--- config.mk ---
export PLATFORM = sky130hd
export DESIGN_NAME = ascp_port
export DESIGN_NICKNAME = d
export VERILOG_FILES = /design/src/ascp_pkg.sv /design/src/ascp_port.sv
export VERILOG_INCLUDE_DIRS = /design/src
export SDC_FILE = /design/constraint.sdc
export NUM_CORES = 1
export LEC_CHECK = 0
export BUFFER_PORTS_ARGS = -buffer_cell sky130_fd_sc_hd__buf_2
export CAP_MARGIN = 10
export CORE_MARGIN = 2
export CORE_UTILIZATION = 38
export DETAILED_ROUTE_END_ITERATION = 7
export PLACE_DENSITY = 0.63
export REMOVE_ABC_BUFFERS = 1
export SLEW_MARGIN = 25
export SYNTH_ARGS = -nofsm -noshare
export SYNTH_HDL_FRONTEND = slang
export SYNTH_SLANG_ARGS = --single-unit
--- constraint.sdc ---
create_clock -name core_clk -period 2.8 [get_ports core_clk]
set_clock_uncertainty 0.1 [all_clocks]
set_input_delay 0 -clock core_clk [delete_from_list [all_inputs] [get_ports core_clk]]
set_output_delay 0 -clock core_clk [all_outputs]
set_load 0.01 [all_outputs]
--- src/ascp_consts.svh ---
// register offsets, field positions and timing counts of the auxiliary serial codec port
// assumes inclusion by the port package and the port module only
`ifndef ASCP_CONSTS_SVH
`define ASCP_CONSTS_SVH
`define ASCP_OFS_ADC1_CFG 8'h93
`define ASCP_OFS_ADC1_LO 8'h94
`define ASCP_OFS_ADC1_HI 8'h95
`define ASCP_OFS_PWR_BIAS 8'hc0
`define ASCP_OFS_PASS 8'hc8
`define ASCP_OFS_PROG 8'hf0
`define ASCP_OFS_TRANSMIT_PAYLOAD_REGS 8'hf1
`define ASCP_OFS_RXDATA 8'hf2
`define ASCP_OFS_STATUS 8'hf3
`define ASCP_MODE_LSB 0
`define ASCP_AGC_BIT 3
`define ASCP_SOFT_BIT 4
`define ASCP_BIAS_BIT 6
`define ASCP_ADC_EN_BIT 2
`define ASCP_SAMPLE_BITS 16
`define ASCP_CLK_HZ 40000000
`define ASCP_SAMPLE_HZ 8000
`define ASCP_SAMPLE_CYC (`ASCP_CLK_HZ / `ASCP_SAMPLE_HZ)
`define ASCP_SCLK_HALF_CYC 4
`endif

--- src/ascp_pkg.sv ---
// types of the auxiliary serial codec port
// assumes the constants header sits in the same folder
`include "ascp_consts.svh"
package ascp_pkg;
  typedef enum logic [3:0] {
    ascp_mode_off = 4'h0,
    ascp_mode_codec = 4'h1,
    ascp_mode_rf = 4'h2,
    ascp_mode_shared = 4'h3
  } ascp_mode_e;
  typedef enum logic [1:0] {
    ascp_idle = 2'b00,
    ascp_shift = 2'b01,
    ascp_done = 2'b10
  } ascp_state_e;
  // host register access as one group
  typedef struct packed {
    logic wr;
    logic rd;
    logic [7:0] addr;
    logic [15:0] wdata;
  } ascp_req_s;
  // serial pins driven by the port
  typedef struct packed {
    logic sclk;
    logic sdo;
    logic codec_cs_n;
    logic rf_cs_n;
  } ascp_pins_s;
endpackage

--- src/ascp_port.sv ---
// auxiliary serial port: pcm codec stream, transceiver pass-through writes, agc setup registers
// assumes host register access arrives on core_clk; serial input pin is asynchronous
// How it works
// RQ1: low four bits of program block pick the port configuration; the port decodes bits 2-0 only.
// RQ2: codec mode moves 16-bit samples at 8000 per second.
// RQ3: filtered mic samples shift out on the serial output line.
// RQ4: samples read from serial input are filtered and sent to output path.
// RQ5: host commands the vocoder and moves coded packets itself.
// RQ6: host preloads transmit data; port sends while next block is loaded.
// RQ7: optional soft decision output, four bits per received bit.
// RQ8: port drives select, data and clock only; it never reads the transceiver.
// RQ9: pass-through register writes are forwarded to the transceiver serially.
// RQ10: host programs transceiver synthesiser through pass-through before receive.
// RQ11: agc needs program bit 3 and power bias bit 6 set.
// RQ12: host sets converter one enabled, averaging three, input one.
// RQ13: host writes detector high and low thresholds.
// RQ14: in I/Q mode converter one acts as broadband agc detector.
// RQ15: I/Q mode lets vocoder and transceiver share the port.
// RQ16: each party on the shared port has its own chip select.
// RQ17: transceiver select stays low for the whole forwarded write.
`timescale 1ns/1ps
`include "ascp_consts.svh"
module ascp_port #(
  parameter int SAMPLE_CYC = `ASCP_SAMPLE_CYC,
  parameter int HALF_CYC = `ASCP_SCLK_HALF_CYC
) (
  input wire logic core_clk,
  input wire logic rst_n,
  input wire ascp_pkg::ascp_req_s host_req,
  output logic [15:0] host_rdata,
  output logic host_rvalid,
  input wire logic [15:0] mic_sample,
  output logic [15:0] spk_sample,
  output logic spk_valid,
  input wire logic aux_serial_in_line,
  output logic aux_serial_out_line,
  output logic aux_serial_clock,
  output logic aux_chip_select_n,
  output logic rf_chip_select_n,
  input wire logic [15:0] detector_level,
  output logic agc_attenuate,
  output logic soft_enable
);
  logic [15:0] prog_q, cfg_q, lo_q, hi_q, pwr_q, tx_q, rx_q;
  logic tx_full_q, pass_pend_q, rf_xfer_q, agc_q, rd_q;
  logic [15:0] pass_q, shift_q, rin_q, rdata_q;
  logic [4:0] bit_q;
  logic [15:0] half_cnt_q;
  logic [15:0] samp_cnt_q;
  logic sclk_q, in_s1_q, in_s2_q;
  ascp_pkg::ascp_state_e st_q;
  ascp_pkg::ascp_mode_e mode;
  wire wr = host_req.wr;
  wire [7:0] a = host_req.addr;
  // configuration decode: bit 3 of the program block is the agc enable, so the port use comes from bits 2-0
  assign mode = ascp_pkg::ascp_mode_e'({1'b0, prog_q[`ASCP_MODE_LSB +: 3]}); // [RQ1]
  wire codec_on = (mode == ascp_pkg::ascp_mode_codec) || (mode == ascp_pkg::ascp_mode_shared);
  wire rf_on = (mode == ascp_pkg::ascp_mode_rf) || (mode == ascp_pkg::ascp_mode_shared); // [RQ15]
  wire iq_agc = prog_q[`ASCP_AGC_BIT] && pwr_q[`ASCP_BIAS_BIT] && cfg_q[`ASCP_ADC_EN_BIT] && rf_on;
  wire samp_tick = (samp_cnt_q == 16'(SAMPLE_CYC - 1)); // [RQ2]
  wire half_tick = (half_cnt_q == 16'(HALF_CYC - 1));
  wire idle = (st_q == ascp_pkg::ascp_idle);
  wire start_rf = idle && pass_pend_q && rf_on;
  wire start_codec = idle && !start_rf && samp_tick && codec_on;
  wire wr_pass = wr && (a == `ASCP_OFS_PASS);
  wire wr_tx = wr && (a == `ASCP_OFS_TRANSMIT_PAYLOAD_REGS);
  wire fall = half_tick && sclk_q;
  wire rise = half_tick && !sclk_q;
  wire last_bit = (bit_q == 5'd15);
  // read data select
  wire [15:0] rd_mux =
    (a == `ASCP_OFS_PROG) ? prog_q :
    (a == `ASCP_OFS_ADC1_CFG) ? cfg_q :
    (a == `ASCP_OFS_ADC1_LO) ? lo_q :
    (a == `ASCP_OFS_ADC1_HI) ? hi_q :
    (a == `ASCP_OFS_PWR_BIAS) ? pwr_q :
    (a == `ASCP_OFS_RXDATA) ? rx_q :
    (a == `ASCP_OFS_STATUS) ? {12'h000, agc_q, rf_xfer_q, pass_pend_q, tx_full_q} : 16'h0000;
  // host register writes and pass-through queue
  always_ff @(posedge core_clk) begin
    if (!rst_n) begin
      prog_q <= 16'h0000;
      cfg_q <= 16'h0000;
      lo_q <= 16'h0000;
      hi_q <= 16'h0000;
      pwr_q <= 16'h0000;
      pass_q <= 16'h0000;
      pass_pend_q <= 1'b0;
    end else begin
      if (wr && a == `ASCP_OFS_PROG) prog_q <= host_req.wdata;
      if (wr && a == `ASCP_OFS_ADC1_CFG) cfg_q <= host_req.wdata; // [RQ12]
      if (wr && a == `ASCP_OFS_ADC1_LO) lo_q <= host_req.wdata; // [RQ13]
      if (wr && a == `ASCP_OFS_ADC1_HI) hi_q <= host_req.wdata;
      if (wr && a == `ASCP_OFS_PWR_BIAS) pwr_q <= host_req.wdata; // [RQ11]
      if (wr_pass && !pass_pend_q) begin
        pass_q <= host_req.wdata; // [RQ9]
        pass_pend_q <= 1'b1;
      end else if (start_rf) begin
        pass_pend_q <= 1'b0;
      end
    end
  end
  // transmit holding register: host loads next sample while current one shifts
  always_ff @(posedge core_clk) begin
    if (!rst_n) begin
      tx_q <= 16'h0000;
      tx_full_q <= 1'b0;
    end else if (wr_tx) begin
      tx_q <= host_req.wdata; // [RQ6]
      tx_full_q <= 1'b1;
    end else if (start_codec) begin
      tx_full_q <= 1'b0;
    end
  end
  // sample rate divider and serial clock divider
  always_ff @(posedge core_clk) begin
    if (!rst_n) begin
      samp_cnt_q <= 16'h0000;
      half_cnt_q <= 16'h0000;
    end else begin
      samp_cnt_q <= samp_tick ? 16'h0000 : samp_cnt_q + 16'h0001;
      half_cnt_q <= (idle || half_tick) ? 16'h0000 : half_cnt_q + 16'h0001;
    end
  end
  // input pin synchroniser
  always_ff @(posedge core_clk) begin
    if (!rst_n) begin
      in_s1_q <= 1'b0;
      in_s2_q <= 1'b0;
    end else begin
      in_s1_q <= aux_serial_in_line;
      in_s2_q <= in_s1_q;
    end
  end
  // shift engine: 16 bits msb first, data changes on falling clock, sampled on rising
  always_ff @(posedge core_clk) begin
    if (!rst_n) begin
      st_q <= ascp_pkg::ascp_idle;
      shift_q <= 16'h0000;
      rin_q <= 16'h0000;
      bit_q <= 5'd0;
      sclk_q <= 1'b0;
      rf_xfer_q <= 1'b0;
    end else begin
      case (st_q)
        ascp_pkg::ascp_idle: begin
          sclk_q <= 1'b0;
          bit_q <= 5'd0;
          if (start_rf) begin
            shift_q <= pass_q; // [RQ8]
            rf_xfer_q <= 1'b1;
            st_q <= ascp_pkg::ascp_shift;
          end else if (start_codec) begin
            shift_q <= tx_full_q ? tx_q : mic_sample; // [RQ3]
            rf_xfer_q <= 1'b0;
            st_q <= ascp_pkg::ascp_shift;
          end
        end
        ascp_pkg::ascp_shift: begin
          if (rise) begin
            sclk_q <= 1'b1;
            rin_q <= {rin_q[14:0], in_s2_q}; // [RQ4]
          end else if (fall) begin
            sclk_q <= 1'b0;
            shift_q <= {shift_q[14:0], 1'b0};
            bit_q <= bit_q + 5'd1;
            if (last_bit) st_q <= ascp_pkg::ascp_done;
          end
        end
        ascp_pkg::ascp_done: begin
          st_q <= ascp_pkg::ascp_idle; // [RQ17]
        end
        default: st_q <= ascp_pkg::ascp_idle;
      endcase
    end
  end
  // received sample filter (two-tap average) and host readback
  always_ff @(posedge core_clk) begin
    if (!rst_n) begin
      rx_q <= 16'h0000;
      spk_sample <= 16'h0000;
      spk_valid <= 1'b0;
      agc_q <= 1'b0;
      rdata_q <= 16'h0000;
      rd_q <= 1'b0;
    end else begin
      spk_valid <= 1'b0;
      if (st_q == ascp_pkg::ascp_done && !rf_xfer_q) begin
        rx_q <= rin_q;
        spk_sample <= 16'(($signed({rin_q[15], rin_q}) + $signed({rx_q[15], rx_q})) >>> 1); // [RQ4]
        spk_valid <= 1'b1;
      end
      // hysteresis detector on converter one level
      if (!iq_agc) agc_q <= 1'b0;
      else if (detector_level > hi_q) agc_q <= 1'b1; // [RQ14]
      else if (detector_level < lo_q) agc_q <= 1'b0;
      rd_q <= host_req.rd;
      rdata_q <= rd_mux;
    end
  end
  // pin drive: separate selects on the shared clock and data lines
  wire busy = (st_q != ascp_pkg::ascp_idle);
  assign aux_serial_clock = sclk_q;
  assign aux_serial_out_line = shift_q[15];
  assign rf_chip_select_n = !(busy && rf_xfer_q); // [RQ16]
  assign aux_chip_select_n = !(busy && !rf_xfer_q);
  assign host_rdata = rdata_q;
  assign host_rvalid = rd_q;
  assign agc_attenuate = agc_q;
  assign soft_enable = prog_q[`ASCP_SOFT_BIT]; // [RQ7]
  // checks
  rf_select_a: assert property (@(posedge core_clk) disable iff (!rst_n) // [RQ17]
    start_rf |=> !rf_chip_select_n [*2]) else $error("rf select not held");
  cs_exclusive_a: assert property (@(posedge core_clk) disable iff (!rst_n) // [RQ16]
    !(!rf_chip_select_n && !aux_chip_select_n)) else $error("both selects low");
  pass_fwd_a: assert property (@(posedge core_clk) disable iff (!rst_n) // [RQ9]
    start_rf |=> shift_q == $past(pass_q)) else $error("pass data not loaded");
  frame_bits_a: assert property (@(posedge core_clk) disable iff (!rst_n) // [RQ2]
    (st_q == ascp_pkg::ascp_done) |-> bit_q == 5'd16) else $error("frame not sixteen bits");
  mode_sel_a: assert property (@(posedge core_clk) disable iff (!rst_n) // [RQ1]
    (mode == ascp_pkg::ascp_mode_off) |-> !start_codec && !start_rf) else $error("off mode active");
  tx_load_a: assert property (@(posedge core_clk) disable iff (!rst_n) // [RQ6]
    wr_tx |=> tx_full_q) else $error("tx not held");
  codec_out_a: assert property (@(posedge core_clk) disable iff (!rst_n) // [RQ3]
    start_codec && tx_full_q |=> shift_q == $past(tx_q)) else $error("tx sample lost");
  rx_deliver_a: assert property (@(posedge core_clk) disable iff (!rst_n) // [RQ4]
    (st_q == ascp_pkg::ascp_done && !rf_xfer_q) |=> spk_valid) else $error("no rx sample");
  agc_off_a: assert property (@(posedge core_clk) disable iff (!rst_n) // [RQ14]
    !iq_agc |=> !agc_attenuate) else $error("agc active unset");
  agc_set_a: assert property (@(posedge core_clk) disable iff (!rst_n) // [RQ14]
    iq_agc && (detector_level > hi_q) |=> agc_attenuate) else $error("agc missed strong signal");
  shared_a: assert property (@(posedge core_clk) disable iff (!rst_n) // [RQ15]
    (mode == ascp_pkg::ascp_mode_codec) |-> !start_rf) else $error("rf in codec only");
  soft_a: assert property (@(posedge core_clk) disable iff (!rst_n) // [RQ7]
    $past(rst_n && wr && a == `ASCP_OFS_PROG) |-> soft_enable == $past(host_req.wdata[`ASCP_SOFT_BIT]))
    else $error("soft flag wrong");
  rf_wo_a: assert property (@(posedge core_clk) disable iff (!rst_n) // [RQ8]
    rf_xfer_q && busy |-> !spk_valid) else $error("rf readback used");
endmodule

==> results.txt, run 1 <==
Fin area: 13,400 um^2
Num CTS Buffers: 27
Worst Hold Class: in -> reg
Netlist cell types: 64
Placed inst area: 12,100 um^2
Via count of the first global-routing pass: 9,464
Drt total wl: 30.4 mm
Synth warnings: 0
Antenna Nets Post-Route: 0
Clk slew on worst S/H paths: 0.06 ns
Worst Path Arrival: 2.82 ns
Critical-path maximum fanout: 5
Final-stage net count: 1,599
Mean cell area of the mapped netlist: 8.15 um^2
Depth of the CTS H-tree: 1
RR Startpoint: rin_q[0]
Root Driver: clkbuf_16
PD cells: 554 nW/um^2
Die Y-Extent: 176 um
Setup WS pre-CTS: 0.238 ns
Async S/R FF share, synth: 0%
Die area: 30,800 um^2
Primary FF master, synth: dfxtp_1
Most common cell in the netlist: nand2_1
Clock Tree Buf Depth: 3
I/O pin total: 101
Synth Instances: 1,373
Post-synth EDFFs: 0
Post-synth top cells: nand2_1, dfxtp_1, a21oi_1
Final min period: 2.50 ns
R2R Setup Slk: 0.30 ns
Post-placement cell count: 1,802
Num rows: 62
RD Place Congestion: 0.876
DRC Markers: 0
Slew of the pin with the lowest slew margin: 0.751 ns
Power Total: 7.45 mW
Final hold viol count: 0
Starting Density: 38.8%
Crit path from: rin_q[0]
Overflow after GRT: 0
Crit end category: flop
Fmax: 400 MHz
Unrepaired setup endpoints after global routing: false
Critical path class: reg -> reg
Via count: 10,000
Max cap viols: 0
Setup_tns: 0 ns
Max VDD drop: 0.448 mV
Pin count of the biggest net entering global routing: 100
Clock latency at the later pin of the worst-skew pair: 0.53 ns
Worst path required time: 3.12 ns
CP Launch Type: flop
Utilization after layout: 46.5%
Worst reg2reg path depth: 8
Critical R2R Capture: spk_sample[11]
Initial antenna violation count: 1
Sink Count: 240
Ratio of cells with drive above 1 in the final layout: 13.5%
Sequential area share after synthesis: 42.9%
Setup Buffers After CTS: 0
Post-synth top area cell: dfxtp_1
HPWL Detailed: 21.6 mm
Status: complete, no violations
Hold_ws: 0.0332 ns
Layout area overhead: 20.0%
Slew Limit Fails: 0
Port Buffers: 100
Core Area: 28,900 um^2
TritonCTS clock tree: done
First-pass GRT wire length: 49.3 mm
Total track usage: 19.5%
Top cell type's share of synthesized area: 42.9%
Non-Filler Instances: 1,891
Period utilization: 89.2%
Die Wd: 176 um
#FFs+latches synth: 240
Ranking of synthesized cells by area: dfxtp_1, nand2_1, a21oi_1
Hold Path Depth: 5
DR pass1 iterations: 8
Initial DRC count: 772
Final Setup Violations: 0
Slew headroom: 49.8%
Leakage power: 5.03 nW
WL/cell: 16.1 um
Via density: 5.31
CP Capture Point: spk_sample[11]
Post-layout worst setup margin: 0.302 ns
Mapped Area: 11,200 um^2
## routing by layer
layer | up-vias | wire [um] | track usage (%)
met3 | 46 | 1810 | 3.23
met4 | 0 | 548 | 4.17
met1 | 4744 | 13900 | 26.7
li1 | 4987 | - | -
met5 | - | 0 | 0
met2 | 270 | 14100 | 32.2
## timing repair
action,4_1_cts,5_1_grt
resized for setup,0,1
hold buffers,40,0
setup endpoints to repair,0,1
hold endpoints to repair,175,0
## cell type report
class	count	area (um^2)
diodes	1	2.50
clock buffers	43	866
clock inverters	5	77.6
fillers	2861	15400
inverters	36	140
multi-input cells	1012	5910
flip-flops and latches	240	4800
well taps	384	480
repair buffers	170	1150
## how the worst min path moves through the flow
stage,start,end,slack [ns]
floorplan,rst_n,host_rvalid,0.02
global placement,aux_serial_in_line,in_s1_q,0.12
detailed placement,host_req[24],host_rvalid,0.12
CTS,host_req[18],pwr_q[5],0.02
global route,host_req[18],pwr_q[4],0.09
finish,host_req[18],pwr_q[5],0.03
## power by group
| group | leakage [nW] | switching, mW | internal, mW |
|---|---|---|---|
| combinational | 2.63 | 0.195 | 0.128 |
| clock | 0.466 | 1.41 | 2.28 |
| sequential | 1.93 | 0.00548 | 3.42 |
## placed cells by master, fill, tap and decap left out, types with 20 or more instances in the layout
| master | synthesis | routed |
|---|---|---|
| buf_4 | 1 | 28 |
| a31oi_1 | 20 | 20 |
| dlygate4sd3_1 | 0 | 40 |
| clkbuf_16 | 0 | 27 |
| mux2i_1 | 34 | 34 |
| buf_2 | 6 | 100 |
| dfxtp_1 | 240 | 240 |
| a21oi_1 | 168 | 168 |
| a22oi_1 | 40 | 40 |
| o21ai_0 | 40 | 39 |
| nand3_1 | 61 | 61 |
| ha_1 | 50 | 50 |
| inv_1 | 36 | 35 |
| and3_1 | 20 | 20 |
| xor2_1 | 22 | 22 |
| nor2_1 | 75 | 75 |
| nand2_1 | 320 | 320 |
## worst max-delay path: stages, from the launching register on
cell and delay (ns):
dfxtp_1 0.34, and2_1 0.18, fa_1 0.40, a21o_1 0.21, a221oi_1 0.41, o21ai_1 0.24, a31oi_1 0.24, xor2_1 0.17
o21ai_0 0.09
## logic make-up after synthesis
family,synth area share (%)
and+or+nand+nor,22.4
AOI/OAI and AO/OA,18.8
DFF,42.9
buffers and inverters,4.29
adders and majority gates,5.77
xor gates and xnor gates,2.82
muxes,3.04
Note: power is estimated with default switching activity, not from simulation.
==> inputs of run 2 (changes only) <==
--- a/config.mk
+++ b/config.mk
@@ -6,6 +6,7 @@
 export SDC_FILE = /design/constraint.sdc
 export NUM_CORES = 1
 export LEC_CHECK = 0
+export ABC_AREA = 1
 export BUFFER_PORTS_ARGS = -buffer_cell sky130_fd_sc_hd__buf_2
 export CAP_MARGIN = 10
 export CORE_MARGIN = 2
@@ -17,3 +18,4 @@
 export SYNTH_ARGS = -nofsm -noshare
 export SYNTH_HDL_FRONTEND = slang
 export SYNTH_SLANG_ARGS = --single-unit
+export TNS_END_PERCENT = 10
==> results.txt, run 2 <==
Critical path class: in -> reg
Final Setup Violations: 0
Die Y-Extent: 181 um
Mean cell area of the mapped netlist: 6.92 um^2
CP peak stage delay: 0.64 ns
Post-synth top area cell: dfxtp_1
Num rows: 64
Die area: 32,600 um^2
Slowest cell on the critical path: dlygate4sd3_1
Sequential area share after synthesis: 40.5%
Worst path required time: 3.11 ns
Die Wd: 181 um
Ratio of cells with drive above 1 in the final layout: 10.1%
Port Buffers: 100
Final-stage net count: 1,939
Final hold viol count: 0
Period utilization: 84.9%
Setup_tns: 0 ns
Async S/R FF share, synth: 0%
PD cells: 532 nW/um^2
Clock Tree Buf Depth: 3
Post-synth EDFFs: 0
Layout fillers: 3,125
#FFs+latches synth: 240
Core Area: 30,700 um^2
Via count of the first global-routing pass: 10,500
Drt total wl: 32.1 mm
Most common cell in the netlist: nand2_1
Slew of the pin with the lowest slew margin: 0.662 ns
Commonest cells after routing, fill and taps aside: nand2_1, dfxtp_1, nor2_1
Mapped Area: 11,900 um^2
Leakage power: 6.07 nW
Worst Hold Class: in -> reg
CP dominant cell by count: dlygate4sd3_1
Via density: 4.97
Setup Buffers After CTS: 0
Sink Count: 240
Via count: 11,100
Slew headroom: 55.8%
Root Driver: clkbuf_16
Layout area overhead: 17.7%
Total track usage: 19.4%
Crit path buf inv count: 3
Starting Density: 38.7%
RD Place Congestion: 0.886
Diodes inserted: 0
Critical-path maximum fanout: 31
Initial DRC count: 754
HPWL Detailed: 23.0 mm
Crit path max-delay family: buffers and inverters
CP Launch Type: primary input
DRC Markers: 0
Top cell type's share of synthesized area: 40.5%
Primary FF master, synth: dfxtp_1
Depth of the CTS H-tree: 1
Antenna Nets Post-Route: 0
Final min period: 2.38 ns
Unrepaired setup endpoints after global routing: false
Netlist cell types: 39
TritonCTS clock tree: done
CP cell instances: dlygate4sd3_1 > buf_2 > nor3_4 > dlygate4sd3_1 > nand2_4 > nor2_8 > nand2_2 > o21ai_0 > a21oi_1
Non-Filler Instances: 2,241
Post-placement cell count: 2,149
Overflow after GRT: 0
First-pass GRT wire length: 53.2 mm
Crit end category: flop
DR pass1 iterations: 5
Synth warnings: 0
Fmax: 421 MHz
Max VDD drop: 0.350 mV
Pin count of the biggest net entering global routing: 67
WL/cell: 14.3 um
I/O pin total: 101
Worst Path Arrival: 2.69 ns
Clock latency at the later pin of the worst-skew pair: 0.54 ns
Num CTS Buffers: 28
Synth Instances: 1,713
Initial antenna violation count: 0
Status: complete, no violations
Ranking of synthesized cells by area: dfxtp_1, nand2_1, nor2_1
Post-synth top cells: nand2_1, dfxtp_1, nor2_1
Max cap viols: 0
Commonest non-fill, non-tap cell in the layout: nand2_1
Slew Limit Fails: 0
Clk slew on worst S/H paths: 0.06 ns
run 2: cell count changes after synthesis, moves of 35 or more:
cell / before / now
inv_1: 36 / 196
nor2_1: 75 / 234
nand2_1: 320 / 365
a22oi_1: 40 / 0
o21ai_0: 40 / 149
clkbuf_1: 72 / 37
run 2: final cells by class:
class                           count  area, um^2  area share, %
Multi-Input combinational cell   1197        5930           42.5
Clock inverter                      9        97.6          0.699
Timing Repair Buffer              158        1050           7.51
Inverter                          202         758           5.43
Sequential cell                   240        4800           34.4
Tap cell                          396         495           3.55
Clock buffer                       39         823           5.90
run 2: metal layers:
metal	GRT usage, %	routed length (um)	part of all wire [%]
met1	27.2	15900	50
met2	30.8	13800	43
met3	2.75	1520	4.7
met4	6.03	841	2.6
met5	0	0	0
run 2: cell families after synthesis:
kind of cell,count (synthesis),synth area share [%]
xor+xnor,10,0.739
simple gates,793,28.5
fa+ha+maj,51,5.44
compound gates,343,15.2
buf+inv,276,9.57
flops,240,40.5
run 2: final timing paths:
check,from,endpoint,slack [ns],cells past startpoint
worst max-delay path,host_req[22],lo_q[14],0.42,9
worst min-delay path,detector_level[1],agc_attenuate,0.01,7
worst max register to register,prog_q[1],shift_q[1],0.70,7
worst min register to register,in_s1_q,in_s2_q,0.31,2
run 2: worst reg2reg max path, stage by stage (launching register included):
cell	delay [ns]
dfxtp_1	0.33
inv_1	0.05
nor2_1	0.23
nand3_2	0.57
o21ai_0	0.39
o21ai_0	0.12
nor2_1	0.12
nor2_1	0.07
run 2: report_power, final:
part,internal (mW),switching [mW]
clock,2.21,1.44
sequential,3.42,0.00572
combinational,0.135,0.212
run 2: repair_timing:
item                      CTS  global route
hold buffers               44             0
hold endpoints to repair  169             0
gates resized for setup     0             0
run 2: metrics by stage:
step           hold slack [ns]  instance area (um^2)  setup slack [ns]  power [mW]  util (%)
6_report                0.0120                 14000             0.422        7.43      45.5
5_1_grt                 0.0445                 14000             0.271        7.69      45.5
4_1_cts               0.000909                 14000             0.426        7.50      45.5
3_5_place_dp            0.0943                 12600             0.713        3.80      41.1
3_3_place_gp            0.0796                 12600             0.741        3.80      41.1
2_1_floorplan         -0.00655                 11500           0.00633        3.64         -
